[config.mk]
export PLATFORM = sky130hd
export DESIGN_NAME = atc_top
export DESIGN_NICKNAME = d
export VERILOG_FILES = /design/src/atc_pkg.sv /design/src/atc_top.sv /design/src/atc_clkdiv.sv /design/src/atc_delay.sv
export VERILOG_INCLUDE_DIRS = /design/src /design/src/src
export SDC_FILE = /design/constraint.sdc
export NUM_CORES = 1
export LEC_CHECK = 0
export ABC_AREA = 0
export BUFFER_PORTS_ARGS = -buffer_cell sky130_fd_sc_hd__buf_2
export CORE_ASPECT_RATIO = 2
export CORE_MARGIN = 1
export CORE_UTILIZATION = 55
export CTS_CLUSTER_SIZE = 10
export DETAILED_ROUTE_END_ITERATION = 6
export GPL_ROUTABILITY_DRIVEN = 1
export PLACE_DENSITY = 0.88
export RECOVER_POWER = 25
export SYNTH_ARGS = -nofsm -noshare
export SYNTH_HDL_FRONTEND = slang
export SYNTH_SLANG_ARGS = --single-unit
[constraint.sdc]
create_clock -name pclk -period 2.6 [get_ports pclk]
set_input_delay 0.52 -clock pclk [delete_from_list [all_inputs] [get_ports pclk]]
set_output_delay 0.52 -clock pclk [all_outputs]
set_load 0.005 [all_outputs]
[src/atc_defines.svh]
// register offsets, field positions, reset values and timing counts
`ifndef ATC_DEFINES_SVH
`define ATC_DEFINES_SVH
`define ATC_OFF_CTRL0      8'h00
`define ATC_OFF_INSEL      8'h04
`define ATC_OFF_TRIG       8'h08
`define ATC_OFF_DELAY      8'h0c
`define ATC_OFF_RES_HI     8'h10
`define ATC_OFF_RES_LO     8'h14
`define ATC_OFF_LOW_HI     8'h18
`define ATC_OFF_LOW_LO     8'h1c
`define ATC_OFF_HIGH_HI    8'h20
`define ATC_OFF_HIGH_LO    8'h24
`define ATC_OFF_IRQ_EN     8'h28
`define ATC_OFF_IRQ_ST     8'h2c
`define ATC_B_START        7
`define ATC_B_BUSY         6
`define ATC_B_POWER        5
`define ATC_B_ALIGN        4
`define ATC_B_TRIG_SEL     7
`define ATC_B_DELAY_EN     6
`define ATC_B_PWM_SEL      5
`define ATC_B_CONV_IRQ     0
`define ATC_B_CMP_IRQ      1
`define ATC_RST_BYTE       8'h00
`define ATC_RST_VAL12      12'h000
`define ATC_SRC_AMP_CODE   3'b001
`define ATC_SRC_GND0_CODE  3'b010
`define ATC_SRC_GND1_CODE  3'b011
`define ATC_CH_FIRST_RSVD  4'ha
`define ATC_SAMPLE_TICKS   5'd4
`define ATC_CONV_TICKS     5'd12
`endif

[src/atc_pkg.sv]
// shared types of the converter trigger and compare block
`default_nettype none
package atc_pkg;
  typedef enum logic [1:0] {
    ATC_SRC_EXT,
    ATC_SRC_AMP,
    ATC_SRC_GND
  } atc_src_e;
  typedef enum {
    ATC_CV_IDLE,
    ATC_CV_SAMPLE,
    ATC_CV_CONVERT
  } atc_conv_state_e;
endpackage
`default_nettype wire

[src/atc_top.sv]
// converter trigger select, sequencing and boundary compare with apb regs
//
// Register access over APB and the register offsets were left to the implementer.
`include "atc_defines.svh"
`default_nettype none
module atc_top
  import atc_pkg::*;
(
  // clock and reset
  input  wire logic        pclk,
  input  wire logic        presetn,
  // apb slave
  input  wire logic        psel,
  input  wire logic        penable,
  input  wire logic        pwrite,
  input  wire logic [7:0]  paddr,
  input  wire logic [31:0] pwdata,
  output logic      [31:0] prdata,
  output logic             pready,
  output logic             pslverr,
  // pwm match flags and converter data
  input  wire logic        pwm_period_match_flag,
  input  wire logic [2:0]  pwm_duty_match_flag,
  input  wire logic [11:0] conv_result_value,
  // analog front end control
  output logic             converter_power_enable,
  output logic             ext_path_en,
  output logic      [3:0]  external_channel_field,
  output logic             amp_path_en,
  output logic             gnd_path_en,
  output logic             sample_en,
  // interrupt requests
  output logic             conv_irq,
  output logic             cmp_irq
);
  logic [7:0]  ctrl0_q;
  logic [7:0]  insel_q;
  logic [7:0]  trig_q;
  logic [7:0]  delay_q;
  logic [11:0] result_q;
  logic [11:0] low_q;
  logic [11:0] high_q;
  logic [1:0]  irq_en_q;
  logic [1:0]  irq_st_q;
  logic        busy_q;
  logic        start_prev_q;
  logic        pwm_prev_q;
  logic [4:0]  tick_cnt_q;
  atc_conv_state_e state_q;
  logic [31:0] prdata_q;
  logic        pready_q;
  logic        pslverr_q;
  logic        ext_path_q;
  logic [3:0]  ext_ch_q;
  logic        amp_path_q;
  logic        gnd_path_q;
  logic        sample_q;
  logic        conv_irq_q;
  logic        cmp_irq_q;

  logic        wr_en;
  logic        rd_hit;
  logic [7:0]  rd_byte;
  logic [7:0]  wbyte;
  logic        align;
  logic        power_en;
  atc_src_e    src;
  logic        duty_flag;
  logic        sel_flag;
  logic        pwm_edge;
  logic        delay_fire;
  logic        start_fall;
  logic        start_req;
  logic        start_ok;
  logic        tick;
  logic        conv_done;
  logic        lo_hit;
  logic        hi_hit;
  logic        cmp_hit;

  assign wbyte    = pwdata[7:0];
  assign align    = ctrl0_q[`ATC_B_ALIGN];
  assign power_en = ctrl0_q[`ATC_B_POWER];
  assign wr_en    = psel && penable && pwrite && pready_q;

  // pack a 12-bit value into the high or low byte of its pair
  function automatic logic [7:0] pack(input logic [11:0] v,
                                      input logic hi, input logic al);
    if (!al) begin
      pack = hi ? v[11:4] : {v[3:0], 4'h0};
    end else begin
      pack = hi ? {4'h0, v[11:8]} : v[7:0];
    end
  endfunction

  // merge a written byte into a 12-bit value under the current format
  function automatic logic [11:0] merge(input logic [11:0] v,
                                        input logic [7:0] b,
                                        input logic hi, input logic al);
    logic [11:0] r;
    r = v;
    if (!al) begin
      if (hi) r[11:4] = b;
      else    r[3:0]  = b[7:4];
    end else begin
      if (hi) r[11:8] = b[3:0];
      else    r[7:0]  = b;
    end
    merge = r;
  endfunction

  // source decode
  always_comb begin
    case (insel_q[7:5])
      `ATC_SRC_AMP_CODE:  src = ATC_SRC_AMP;
      `ATC_SRC_GND0_CODE: src = ATC_SRC_GND;
      `ATC_SRC_GND1_CODE: src = ATC_SRC_GND;
      default:            src = ATC_SRC_EXT;
    endcase
  end

  // trigger path
  always_comb begin
    case (trig_q[1:0])
      2'b00:   duty_flag = pwm_duty_match_flag[0];
      2'b01:   duty_flag = pwm_duty_match_flag[1];
      default: duty_flag = pwm_duty_match_flag[2];
    endcase
  end

  assign sel_flag   = trig_q[`ATC_B_PWM_SEL] ? duty_flag
                                             : pwm_period_match_flag;
  assign pwm_edge   = sel_flag && !pwm_prev_q;
  assign start_fall = start_prev_q && !ctrl0_q[`ATC_B_START];

  always_comb begin
    if (!trig_q[`ATC_B_TRIG_SEL]) begin
      start_req = start_fall;
    end else if (trig_q[`ATC_B_DELAY_EN]) begin
      start_req = delay_fire;
    end else begin
      start_req = pwm_edge;
    end
  end

  // a trigger while busy or powered down is dropped, not queued
  assign start_ok = start_req && power_en && state_q == ATC_CV_IDLE;

  atc_delay u_delay (
    .pclk    (pclk),
    .presetn (presetn),
    .trig    (pwm_edge && trig_q[`ATC_B_TRIG_SEL]
              && trig_q[`ATC_B_DELAY_EN]),
    .count   (delay_q),
    .fire    (delay_fire)
  );

  atc_clkdiv u_clkdiv (
    .pclk     (pclk),
    .presetn  (presetn),
    .restart  (state_q == ATC_CV_IDLE),
    .div_code (insel_q[2:0]),
    .tick     (tick)
  );

  always_ff @(posedge pclk or negedge presetn) begin
    if (!presetn) begin
      start_prev_q <= 1'b0;
      pwm_prev_q   <= 1'b0;
    end else begin
      start_prev_q <= ctrl0_q[`ATC_B_START];
      pwm_prev_q   <= sel_flag;
    end
  end

  // conversion sequence
  assign conv_done = state_q == ATC_CV_CONVERT && tick &&
    tick_cnt_q == 5'(`ATC_SAMPLE_TICKS + `ATC_CONV_TICKS - 5'd1);

  always_ff @(posedge pclk or negedge presetn) begin
    if (!presetn) begin
      state_q    <= ATC_CV_IDLE;
      tick_cnt_q <= 5'h00;
    end else if (!power_en) begin
      state_q    <= ATC_CV_IDLE;
      tick_cnt_q <= 5'h00;
    end else begin
      case (state_q)
        ATC_CV_IDLE: begin
          tick_cnt_q <= 5'h00;
          if (start_ok) state_q <= ATC_CV_SAMPLE;
        end
        ATC_CV_SAMPLE: begin
          if (tick) begin
            tick_cnt_q <= tick_cnt_q + 5'h01;
            if (tick_cnt_q == `ATC_SAMPLE_TICKS - 5'd1) begin
              state_q <= ATC_CV_CONVERT;
            end
          end
        end
        ATC_CV_CONVERT: begin
          if (tick) begin
            tick_cnt_q <= tick_cnt_q + 5'h01;
            if (conv_done) state_q <= ATC_CV_IDLE;
          end
        end
        default: state_q <= ATC_CV_IDLE;
      endcase
    end
  end

  always_ff @(posedge pclk or negedge presetn) begin
    if (!presetn) begin
      busy_q <= 1'b0;
    end else if (start_ok) begin
      busy_q <= 1'b1;
    end else if (conv_done || !power_en) begin
      busy_q <= 1'b0;
    end
  end

  // result and boundary compare
  assign lo_hit = conv_result_value <= low_q;
  assign hi_hit = conv_result_value >= high_q;
  always_comb begin
    case (trig_q[4:3])
      2'b00:   cmp_hit = !lo_hit && !hi_hit;
      2'b01:   cmp_hit = lo_hit;
      2'b10:   cmp_hit = hi_hit;
      default: cmp_hit = lo_hit || hi_hit;
    endcase
  end

  always_ff @(posedge pclk or negedge presetn) begin
    if (!presetn) begin
      result_q <= `ATC_RST_VAL12;
    end else if (!power_en) begin
      result_q <= `ATC_RST_VAL12;
    end else if (conv_done) begin
      result_q <= conv_result_value;
    end
  end

  // status flags: a set in the clearing cycle wins
  always_ff @(posedge pclk or negedge presetn) begin
    if (!presetn) begin
      irq_st_q <= 2'b00;
    end else begin
      if (wr_en && paddr == `ATC_OFF_IRQ_ST) begin
        irq_st_q <= irq_st_q & ~pwdata[1:0];
      end
      if (conv_done) begin
        irq_st_q[`ATC_B_CONV_IRQ] <= 1'b1;
      end
      if (conv_done && cmp_hit && src == ATC_SRC_AMP) begin
        irq_st_q[`ATC_B_CMP_IRQ] <= 1'b1;
      end
    end
  end

  // software registers
  always_ff @(posedge pclk or negedge presetn) begin
    if (!presetn) begin
      ctrl0_q  <= `ATC_RST_BYTE;
      insel_q  <= `ATC_RST_BYTE;
      trig_q   <= `ATC_RST_BYTE;
      delay_q  <= `ATC_RST_BYTE;
      irq_en_q <= 2'b00;
    end else if (wr_en) begin
      case (paddr)
        `ATC_OFF_CTRL0:  ctrl0_q  <= wbyte & 8'hbf;
        `ATC_OFF_INSEL:  insel_q  <= wbyte & 8'he7;
        `ATC_OFF_TRIG:   trig_q   <= wbyte & 8'hfb;
        `ATC_OFF_DELAY:  delay_q  <= wbyte;
        `ATC_OFF_IRQ_EN: irq_en_q <= pwdata[1:0];
        default: ;
      endcase
    end
  end

  // bounds survive power down
  always_ff @(posedge pclk or negedge presetn) begin
    if (!presetn) begin
      low_q  <= `ATC_RST_VAL12;
      high_q <= `ATC_RST_VAL12;
    end else if (wr_en) begin
      case (paddr)
        `ATC_OFF_LOW_HI:  low_q  <= merge(low_q, wbyte, 1'b1, align);
        `ATC_OFF_LOW_LO:  low_q  <= merge(low_q, wbyte, 1'b0, align);
        `ATC_OFF_HIGH_HI: high_q <= merge(high_q, wbyte, 1'b1, align);
        `ATC_OFF_HIGH_LO: high_q <= merge(high_q, wbyte, 1'b0, align);
        default: ;
      endcase
    end
  end

  // read mux
  always_comb begin
    rd_hit  = 1'b1;
    rd_byte = 8'h00;
    case (paddr)
      `ATC_OFF_CTRL0:   rd_byte = {ctrl0_q[7], busy_q, ctrl0_q[5:0]};
      `ATC_OFF_INSEL:   rd_byte = insel_q;
      `ATC_OFF_TRIG:    rd_byte = trig_q;
      `ATC_OFF_DELAY:   rd_byte = delay_q;
      `ATC_OFF_RES_HI:  rd_byte = pack(result_q, 1'b1, align);
      `ATC_OFF_RES_LO:  rd_byte = pack(result_q, 1'b0, align);
      `ATC_OFF_LOW_HI:  rd_byte = pack(low_q, 1'b1, align);
      `ATC_OFF_LOW_LO:  rd_byte = pack(low_q, 1'b0, align);
      `ATC_OFF_HIGH_HI: rd_byte = pack(high_q, 1'b1, align);
      `ATC_OFF_HIGH_LO: rd_byte = pack(high_q, 1'b0, align);
      `ATC_OFF_IRQ_EN:  rd_byte = {6'h00, irq_en_q};
      `ATC_OFF_IRQ_ST:  rd_byte = {6'h00, irq_st_q};
      default:          rd_hit  = 1'b0;
    endcase
  end

  // apb answer registered in setup, so every access has no wait state
  always_ff @(posedge pclk or negedge presetn) begin
    if (!presetn) begin
      pready_q  <= 1'b0;
      pslverr_q <= 1'b0;
      prdata_q  <= 32'h0000_0000;
    end else begin
      pready_q  <= psel && !penable;
      pslverr_q <= psel && !penable && !rd_hit;
      if (psel && !penable && !pwrite) begin
        prdata_q <= {24'h000000, rd_byte};
      end else begin
        prdata_q <= 32'h0000_0000;
      end
    end
  end

  // analog path controls, registered so no glitch reaches the switches
  always_ff @(posedge pclk or negedge presetn) begin
    if (!presetn) begin
      ext_path_q <= 1'b0;
      ext_ch_q   <= 4'h0;
      amp_path_q <= 1'b0;
      gnd_path_q <= 1'b0;
      sample_q   <= 1'b0;
    end else begin
      ext_path_q <= src == ATC_SRC_EXT &&
                    ctrl0_q[3:0] < `ATC_CH_FIRST_RSVD;
      ext_ch_q   <= ctrl0_q[3:0];
      amp_path_q <= src == ATC_SRC_AMP;
      gnd_path_q <= src == ATC_SRC_GND;
      sample_q   <= state_q == ATC_CV_SAMPLE;
    end
  end

  always_ff @(posedge pclk or negedge presetn) begin
    if (!presetn) begin
      conv_irq_q <= 1'b0;
      cmp_irq_q  <= 1'b0;
    end else begin
      conv_irq_q <= irq_st_q[`ATC_B_CONV_IRQ] && irq_en_q[0];
      cmp_irq_q  <= irq_st_q[`ATC_B_CMP_IRQ] && irq_en_q[1];
    end
  end

  assign prdata                 = prdata_q;
  assign pready                 = pready_q;
  assign pslverr                = pslverr_q;
  assign converter_power_enable = power_en;
  assign ext_path_en            = ext_path_q;
  assign external_channel_field = ext_ch_q;
  assign amp_path_en            = amp_path_q;
  assign gnd_path_en            = gnd_path_q;
  assign sample_en              = sample_q;
  assign conv_irq               = conv_irq_q;
  assign cmp_irq                = cmp_irq_q;

  // helper: cycles spent busy in the current conversion
  logic [11:0] busy_cyc_q;
  always_ff @(posedge pclk or negedge presetn) begin
    if (!presetn) begin
      busy_cyc_q <= 12'h000;
    end else if (start_ok) begin
      busy_cyc_q <= 12'h000;
    end else if (busy_q) begin
      busy_cyc_q <= busy_cyc_q + 12'h001;
    end
  end
endmodule
`default_nettype wire

[src/atc_clkdiv.sv]
// conversion clock tick generator, power-of-two divider
`default_nettype none
module atc_clkdiv
  import atc_pkg::*;
(
  // clock and reset
  input  wire logic       pclk,
  input  wire logic       presetn,
  // control
  input  wire logic       restart,
  input  wire logic [2:0] div_code,
  // tick out
  output logic            tick
);
  logic [6:0] cnt_q;
  logic [6:0] mask;

  // code n divides by 2**n, so 000 ticks every cycle
  assign mask = 7'((8'h01 << div_code) - 8'h01);
  assign tick = ((cnt_q & mask) == mask) && !restart;

  // held at zero while idle so every conversion sees full periods
  always_ff @(posedge pclk or negedge presetn) begin
    if (!presetn) begin
      cnt_q <= 7'h00;
    end else if (restart) begin
      cnt_q <= 7'h00;
    end else begin
      cnt_q <= cnt_q + 7'h01;
    end
  end
endmodule
`default_nettype wire

[src/atc_delay.sv]
// start delay counter between pwm event and conversion start
`default_nettype none
module atc_delay
  import atc_pkg::*;
(
  // clock and reset
  input  wire logic       pclk,
  input  wire logic       presetn,
  // event and count
  input  wire logic       trig,
  input  wire logic [7:0] count,
  // start request
  output logic            fire
);
  logic       run_q;
  logic [7:0] cnt_q;
  logic [8:0] el_q;
  logic [7:0] want_q;

  // a zero count fires at once; software should not leave it zero
  assign fire = (trig && count == 8'h00) ||
                (run_q && !trig && cnt_q == 8'h01);

  always_ff @(posedge pclk or negedge presetn) begin
    if (!presetn) begin
      run_q <= 1'b0;
      cnt_q <= 8'h00;
    end else if (trig) begin
      run_q <= (count != 8'h00);
      cnt_q <= count;
    end else if (run_q) begin
      cnt_q <= cnt_q - 8'h01;
      run_q <= (cnt_q != 8'h01);
    end
  end

  // helper for the check below
  always_ff @(posedge pclk or negedge presetn) begin
    if (!presetn) begin
      el_q   <= 9'h000;
      want_q <= 8'h00;
    end else if (trig) begin
      el_q   <= 9'h001;
      want_q <= count;
    end else if (el_q != 9'h000 && el_q != 9'h1ff) begin
      el_q <= el_q + 9'h001;
    end
  end
endmodule
`default_nettype wire

; After elaboration in Yosys (flattened, before gate mapping)
; Cells that the tools add are included.
[totals]
output_inout_bits = 45
ff_bits = 168
word_cells = 197
[op_classes]
bitwise_logic = 7
muxes = 42
n_reduce_logical = 68
order_cmp = 3
n_eq_ne = 40
shifts = 1
n_addsub = 4
[ops]
columns = operator, count
row1 = $mux 32, 6
row2 = $pmux 32 s3, 1
row3 = $pmux 8 s12, 1
row4 = $mux 8, 9
row5 = $eq 32x2->1 const B, 2
row6 = $logic_not 32->1, 2
row7 = $pmux 12 s2, 2
row8 = $mux 12, 3
row9 = $eq 32x1->1 const B, 1
row10 = $eq 32x3->1 const B, 1
row11 = $eq 8x5->1 const B, 4
row12 = $eq 8x6->1 const B, 4
row13 = $logic_and 1x1->1, 25
row14 = $eq 8x4->1 const B, 2
row15 = $logic_not 8->1, 2
row16 = $ne 3x3->1 const B, 5
row17 = $ge 12x12->1, 1
row18 = $le 12x12->1, 1
row19 = $reduce_and 2->1, 6
row20 = $reduce_and 3->1, 4
row21 = $reduce_bool 2->1, 6
row22 = $reduce_or 12->1, 1
row23 = $logic_not 1->1, 10
row24 = $mux 1, 10
row25 = 37 further kinds, 56

; Logic depth before layout (Yosys ltp)
[logic_depth]
depth_word = 17
ltp_mapped = 9
mapped_depth_nobuf = 8

; Hierarchy
; A second synthesis with hierarchy kept.
[hier_totals]
hier_cells = 667
hier_area_um2 = 6623.9
[modules_own_cells]
columns = mod, instances, cells_each, seq_area_each_um2, area_per_inst_um2
row1 = atc_top, 1, 571, 2452.4, 5743.0
row2 = atc_delay, 1, 58, 225.2, 531.8
row3 = atc_clkdiv, 1, 38, 175.2, 349.1

; Worst setup path after synthesis
; Ideal clock, no wire load.
[synth_path]
kind = input to register
startpoint = in paddr[4]
endpoint = reg irq_en_q[0]
setup_time_ps = 125
arrival_time_ps = 1880
path_slack_ps = 595
path_stages = 4
path_buffers = 1
required_time_ps = 2475
cell_sequence = buf_4 -> or4b_4 -> nor3_1 -> mux2_2
[synth_between]
elab_chain_len = 2
[synth_lines]
columns = element, line_no
row1 = "start, declared", atc_top.sv:16  ; input wire logic [7:0] paddr,
row2 = $eq 8x6->1, atc_top.sv:270  ; case (paddr)
row3 = $reduce_and 2->1 (no line), --
row4 = "end signal, assigned", atc_top.sv:275  ; `ATC_OFF_IRQ_EN: irq_en_q <= pwdata[1:0];
row5 = "end, declared", atc_top.sv:43  ; logic [1:0] irq_en_q;
; No other way between the ends.
; A chain may end at the register's enable or synchronous reset.

; Worst setup path after layout
[layout_path]
startpoint = reg u_clkdiv.cnt_q[0]
endpoint = reg state_q[1]
[layout_between]
elab_chain_len = 7
elab_cells_between_ends = 9
cone_classes = eq/ne: 4 / bitwise: 1 / reduce/logical: 4
[layout_lines]
columns = element, line_no
row1 = "start, declared", atc_clkdiv.sv:15  ; logic [6:0] cnt_q;
row2 = "start signal, assigned", atc_clkdiv.sv:29  ; cnt_q <= cnt_q + 7'h01;
row3 = $and 7x7->7 (*), atc_clkdiv.sv:20  ; assign tick = ((cnt_q & mask) == mask) && !restart;
row4 = $eq 7x7->1 (*), atc_clkdiv.sv:20
row5 = $logic_and 1x1->1 (*), atc_clkdiv.sv:20
row6 = $logic_and 1x1->1 (2 in series), atc_top.sv:177  ; assign conv_done = state_q == ATC_CV_CONVERT && tick &&
row7 = $ne 3x3->1 (no line), --
row8 = $reduce_and 5->1 (no line) (*), --
row9 = "end signal, assigned", atc_top.sv:182  ; state_q <= ATC_CV_IDLE;
row10 = "end signal, assigned", atc_top.sv:185  ; state_q <= ATC_CV_IDLE;
row11 = "end signal, assigned", atc_top.sv:191  ; if (start_ok) state_q <= ATC_CV_SAMPLE;
row12 = "end, declared", atc_top.sv:49  ; atc_conv_state_e state_q;
; Every way passes the cells marked *; elsewhere a longest branch is shown, timed or not.

==> impl_metrics.sql <==
INSERT INTO impl_metrics (metric_group, metric, value, unit) VALUES
('synthesis', 'synth_largest_area_cell', 'sky130_fd_sc_hd__dfrtp_1', ''),
('critical_path', 'critical_path.max_fanout', '13', ''),
('critical_path', 'timing.critical_path.to_type', 'register', ''),
('routing', 'post-route-drc-count', '0', ''),
('synthesis', 'ys_ff_latch', '114', ''),
('sta', 'clock_skew', '0.00603', 'ns'),
('cells_and_area', 'antenna_cells_inserted', '0', ''),
('run_status', 'status', 'completed', ''),
('cells_and_area', 'multiInputGateArea', '0.00341', 'mm2'),
('floorplan', 'std_cell_rows', '56', ''),
('cells_and_area', 'layout.filler_cells', '925', ''),
('power_and_ir_drop', 'ir_drop_worst_case_vdd', '0.000506', 'V'),
('clock_tree', 'cts.path.max_buffers', '2', ''),
('cells_and_area', 'flow.area_growth_from_synthesis', '16.2', '%'),
('synthesis', 'synth_top_flop_cell', 'sky130_fd_sc_hd__dfrtp_1', ''),
('floorplan', 'core_area', '0.0117', 'mm2'),
('global_route', 'met2_resource_use_gr', '0.607', ''),
('critical_path', 'cp_cell_sequence', 'nand4_1 > a21oi_1 > a21boi_1 > o21ai_0 > o211ai_1 > mux2i_1', ''),
('worst_hold_path', 'worst_hold_path_type', 'in -> reg', ''),
('critical_path', 'timing.reg2reg.setup_slack', '0.23', 'ns'),
('routing', 'route.antenna.remaining_nets', '0', ''),
('global_route', 'grt_pass1_wl', '30100', 'um'),
('synthesis', 'yosysTopAreaCellShare', '0.431', ''),
('synthesis', 'synth_area_leaders', 'sky130_fd_sc_hd__dfrtp_1 (43%), sky130_fd_sc_hd__ha_1 (6.2%), sky130_fd_sc_hd__mux2_2 (5.8%)', ''),
('global_route', 'antenna_violations_before_repair', '1', ''),
('job', 'number_of_maximum_capacitance_constraint_violations', '0', ''),
('clock_tree', 'cts_resized', '0', ''),
('global_route', 'first_global_vias', '5550', ''),
('sta', 'rsz_0062_raised_after_global_routing', 'false', ''),
('critical_path', 'worstPathRequired', '2.94', 'ns'),
('clock_tree', 'cts_htree_levels', '4', ''),
('placement', 'gp_routability_congestion', '1.01', ''),
('cells_and_area', 'final-seq-area', '0.00285', 'mm2'),
('clock_tree', 'numClockSinks', '114', ''),
('synthesis', 'netlist_area', '0.00662', 'mm2'),
('power_and_ir_drop', 'power.static_leakage', '3.54', 'nW'),
('clock_tree', 'tritoncts', 'yes', ''),
('routing', 'drt-vias-per-instance', '6.18', ''),
('critical_path', 'worst_setup_path_start_kind', 'register', ''),
('global_route', 'global_route.usage.met3', '0.0655', ''),
('global_route', 'busiest_layer', 'met2', ''),
('cells_and_area', 'fin_nets', '834', ''),
('sta', 'tightestPinTransition', '1.08', 'ns'),
('critical_path', 'setup.worst_path.class', 'reg -> reg', ''),
('global_route', 'grtUsageMet1', '0.327', ''),
('sta', 'final-hold-violation-count', '0', ''),
('floorplan', 'initial_core_util', '0.565', ''),
('clock_tree', 'ctsRootBufferMaster', 'sky130_fd_sc_hd__clkbuf_16', ''),
('floorplan', 'ioPinCount', '106', ''),
('sta', 'final.min_clock_period', '2.37', 'ns'),
('synthesis', 'synth.yosys.seq_area_share', '0.431', ''),
('sta', 'period_share', '0.910', ''),
('sta', 'maxClockFrequency', '423', 'MHz'),
('sta', 'timing_max_transition_violations_final', '0', ''),
('sta', 'setup-violations-final', '0', ''),
('synthesis', 'yosysWarnings', '0', ''),
('floorplan', 'floorplan.die.width', '79.6', 'um'),
('global_route', 'maximum_number_of_pins_on_one_net_before_global_route_repair', '68', ''),
('clock_tree', 'worst_skew_pair_later_pin_latency', '0.42', 'ns'),
('routing', 'initialDrtViolationCount', '500', ''),
('synthesis', 'synth-edff-count', '0', ''),
('synthesis', 'post_synth.cell_area_avg', '10.0', 'um2'),
('placement', 'post-dp-hpwl', '15000', 'um'),
('floorplan', 'die-height', '157', 'um'),
('placement', 'io_buffer_count', '57', ''),
('global_route', 'globalRouteOverflowTotal', '0', ''),
('clock_tree', 'cts_inserted_buffers', '17', ''),
('power_and_ir_drop', 'power_density', '673', 'mW/mm2'),
('routing', 'detail_routed_net_length_per_standard_cell', '21.9', 'um'),
('sta', 'setup_total_negative_slack', '0', 'ns'),
('routing', 'detail_route.wirelength', '19700', 'um');
==> worst max-delay path: cells and delay by family, from the launching register on <==
family,cells,cell delay [ns]
AO/OA/AOI/OAI,4,1.48
flip-flops,1,0.43
multiplexers,1,0.22
AND/OR/NAND/NOR,1,0.16
==> state kept, by name (all words and copies together), names as in the netlist, 8 cells and up <==
name	cells
high_q	12
low_q	12
result_q	12
delay_q	8
prdata	8
u_delay.cnt_q	8
==> metrics by stage <==
step / instances / total power [mW] / util / hold slack [ns] / area (um2)
2_1_floorplan: 683 / 2.59 / - / 0.224 / 6700
3_3_place_gp: 865 / 2.79 / 0.606 / 0.389 / 7090
3_5_place_dp: 865 / 2.87 / 0.606 / 0.400 / 7090
4_1_cts: 898 / 5.18 / 0.657 / 0.366 / 7690
5_1_grt: 898 / 5.36 / 0.657 / 0.393 / 7680
6_report: 898 / 5.17 / 0.657 / 0.373 / 7680
==> layout make-up <==
class / count / share of cell area
clock inverter: 12 / 0.0169
sequential: 114 / 0.371
multi-input combinational: 486 / 0.443
inverter: 36 / 0.0176
tap: 145 / 0.0236
timing repair buffer: 85 / 0.0677
clock buffer: 20 / 0.0594
==> where the power goes <==
group | switching, mW | internal, mW
combinational | 0.446 | 0.294
sequential | 0.174 | 1.94
clock | 0.863 | 1.46
==> cells in the mapped netlist (3+ instances only) <==
cell and number:
sky130_fd_sc_hd__nand3_1 13, sky130_fd_sc_hd__o21ai_0 48, sky130_fd_sc_hd__a211oi_1 4, sky130_fd_sc_hd__mux2_2 34, sky130_fd_sc_hd__inv_1 35, sky130_fd_sc_hd__xnor2_1 8, sky130_fd_sc_hd__a22o_1 4, sky130_fd_sc_hd__a21oi_1 27
sky130_fd_sc_hd__and3_1 5, sky130_fd_sc_hd__a21o_1 3, sky130_fd_sc_hd__nor3_1 12, sky130_fd_sc_hd__a22oi_1 7, sky130_fd_sc_hd__a32oi_1 5, sky130_fd_sc_hd__o21a_1 5, sky130_fd_sc_hd__nand4_1 7, sky130_fd_sc_hd__nor2_1 41
sky130_fd_sc_hd__nor4_1 5, sky130_fd_sc_hd__ha_1 33, sky130_fd_sc_hd__nor3b_1 3, sky130_fd_sc_hd__mux2i_1 27, sky130_fd_sc_hd__o211ai_1 4, sky130_fd_sc_hd__nand2_1 74, sky130_fd_sc_hd__buf_2 12, sky130_fd_sc_hd__a31oi_1 11
sky130_fd_sc_hd__a221oi_1 3, sky130_fd_sc_hd__nor2b_1 12, sky130_fd_sc_hd__and2_1 3, sky130_fd_sc_hd__nor2_4 3, sky130_fd_sc_hd__xor2_1 4, sky130_fd_sc_hd__buf_4 28, sky130_fd_sc_hd__or3_1 3, sky130_fd_sc_hd__nor2_2 4
sky130_fd_sc_hd__nand2b_1 5, sky130_fd_sc_hd__clkbuf_1 6, sky130_fd_sc_hd__mux4_2 4, sky130_fd_sc_hd__dfrtp_1 114
==> worst paths after layout <==
kind                                                        to                        start  cells past startpoint
max in group asynchronous             result_q[11]$_DFFE_PN0P_                      presetn                      3
hold reg to reg            external_channel_field[0]$_DFF_PN0_       ctrl0_q[0]$_DFFE_PN0P_                      0
setup / recovery                        state_q[1]$_DFFE_PN0P_  u_clkdiv.cnt_q[0]$_DFF_PN0_                      6
min in group asynchronous                trig_q[0]$_DFFE_PN0P_                      presetn                      2
hold / removal                                pready$_DFF_PN0_                         psel                      3
setup reg to reg                        state_q[1]$_DFFE_PN0P_  u_clkdiv.cnt_q[0]$_DFF_PN0_                      6
==> logic make-up after synthesis <==
group / count (synthesis) / synth area share
and+or+nand+nor: 208 / 0.170
AOI/OAI and AO/OA: 144 / 0.141
DFF: 114 / 0.431
buffers and inverters: 83 / 0.0664
muxes: 65 / 0.112
adders and majority gates: 33 / 0.0624
xor gates and xnor gates: 12 / 0.0159
other: 1 / 0.000567
==> per-layer routing <==
layer | share of wire | wire (um) | vias up
met1 | 0.33 | 6430 | 2689
met4 | 0.081 | 1600 | 0
li1 | - | - | 2491
met2 | 0.54 | 10600 | 264
met3 | 0.053 | 1050 | 105
met5 | 0 | 0 | -
==> what timing repair did <==
action | 4_1_cts | 5_1_grt
setup endpoints to repair | 0 | 0
hold endpoints to repair | 17 | 0
hold buffers | 1 | 0
buffers inserted | 0 | 0
Note: power is estimated with default switching activity, not from simulation.
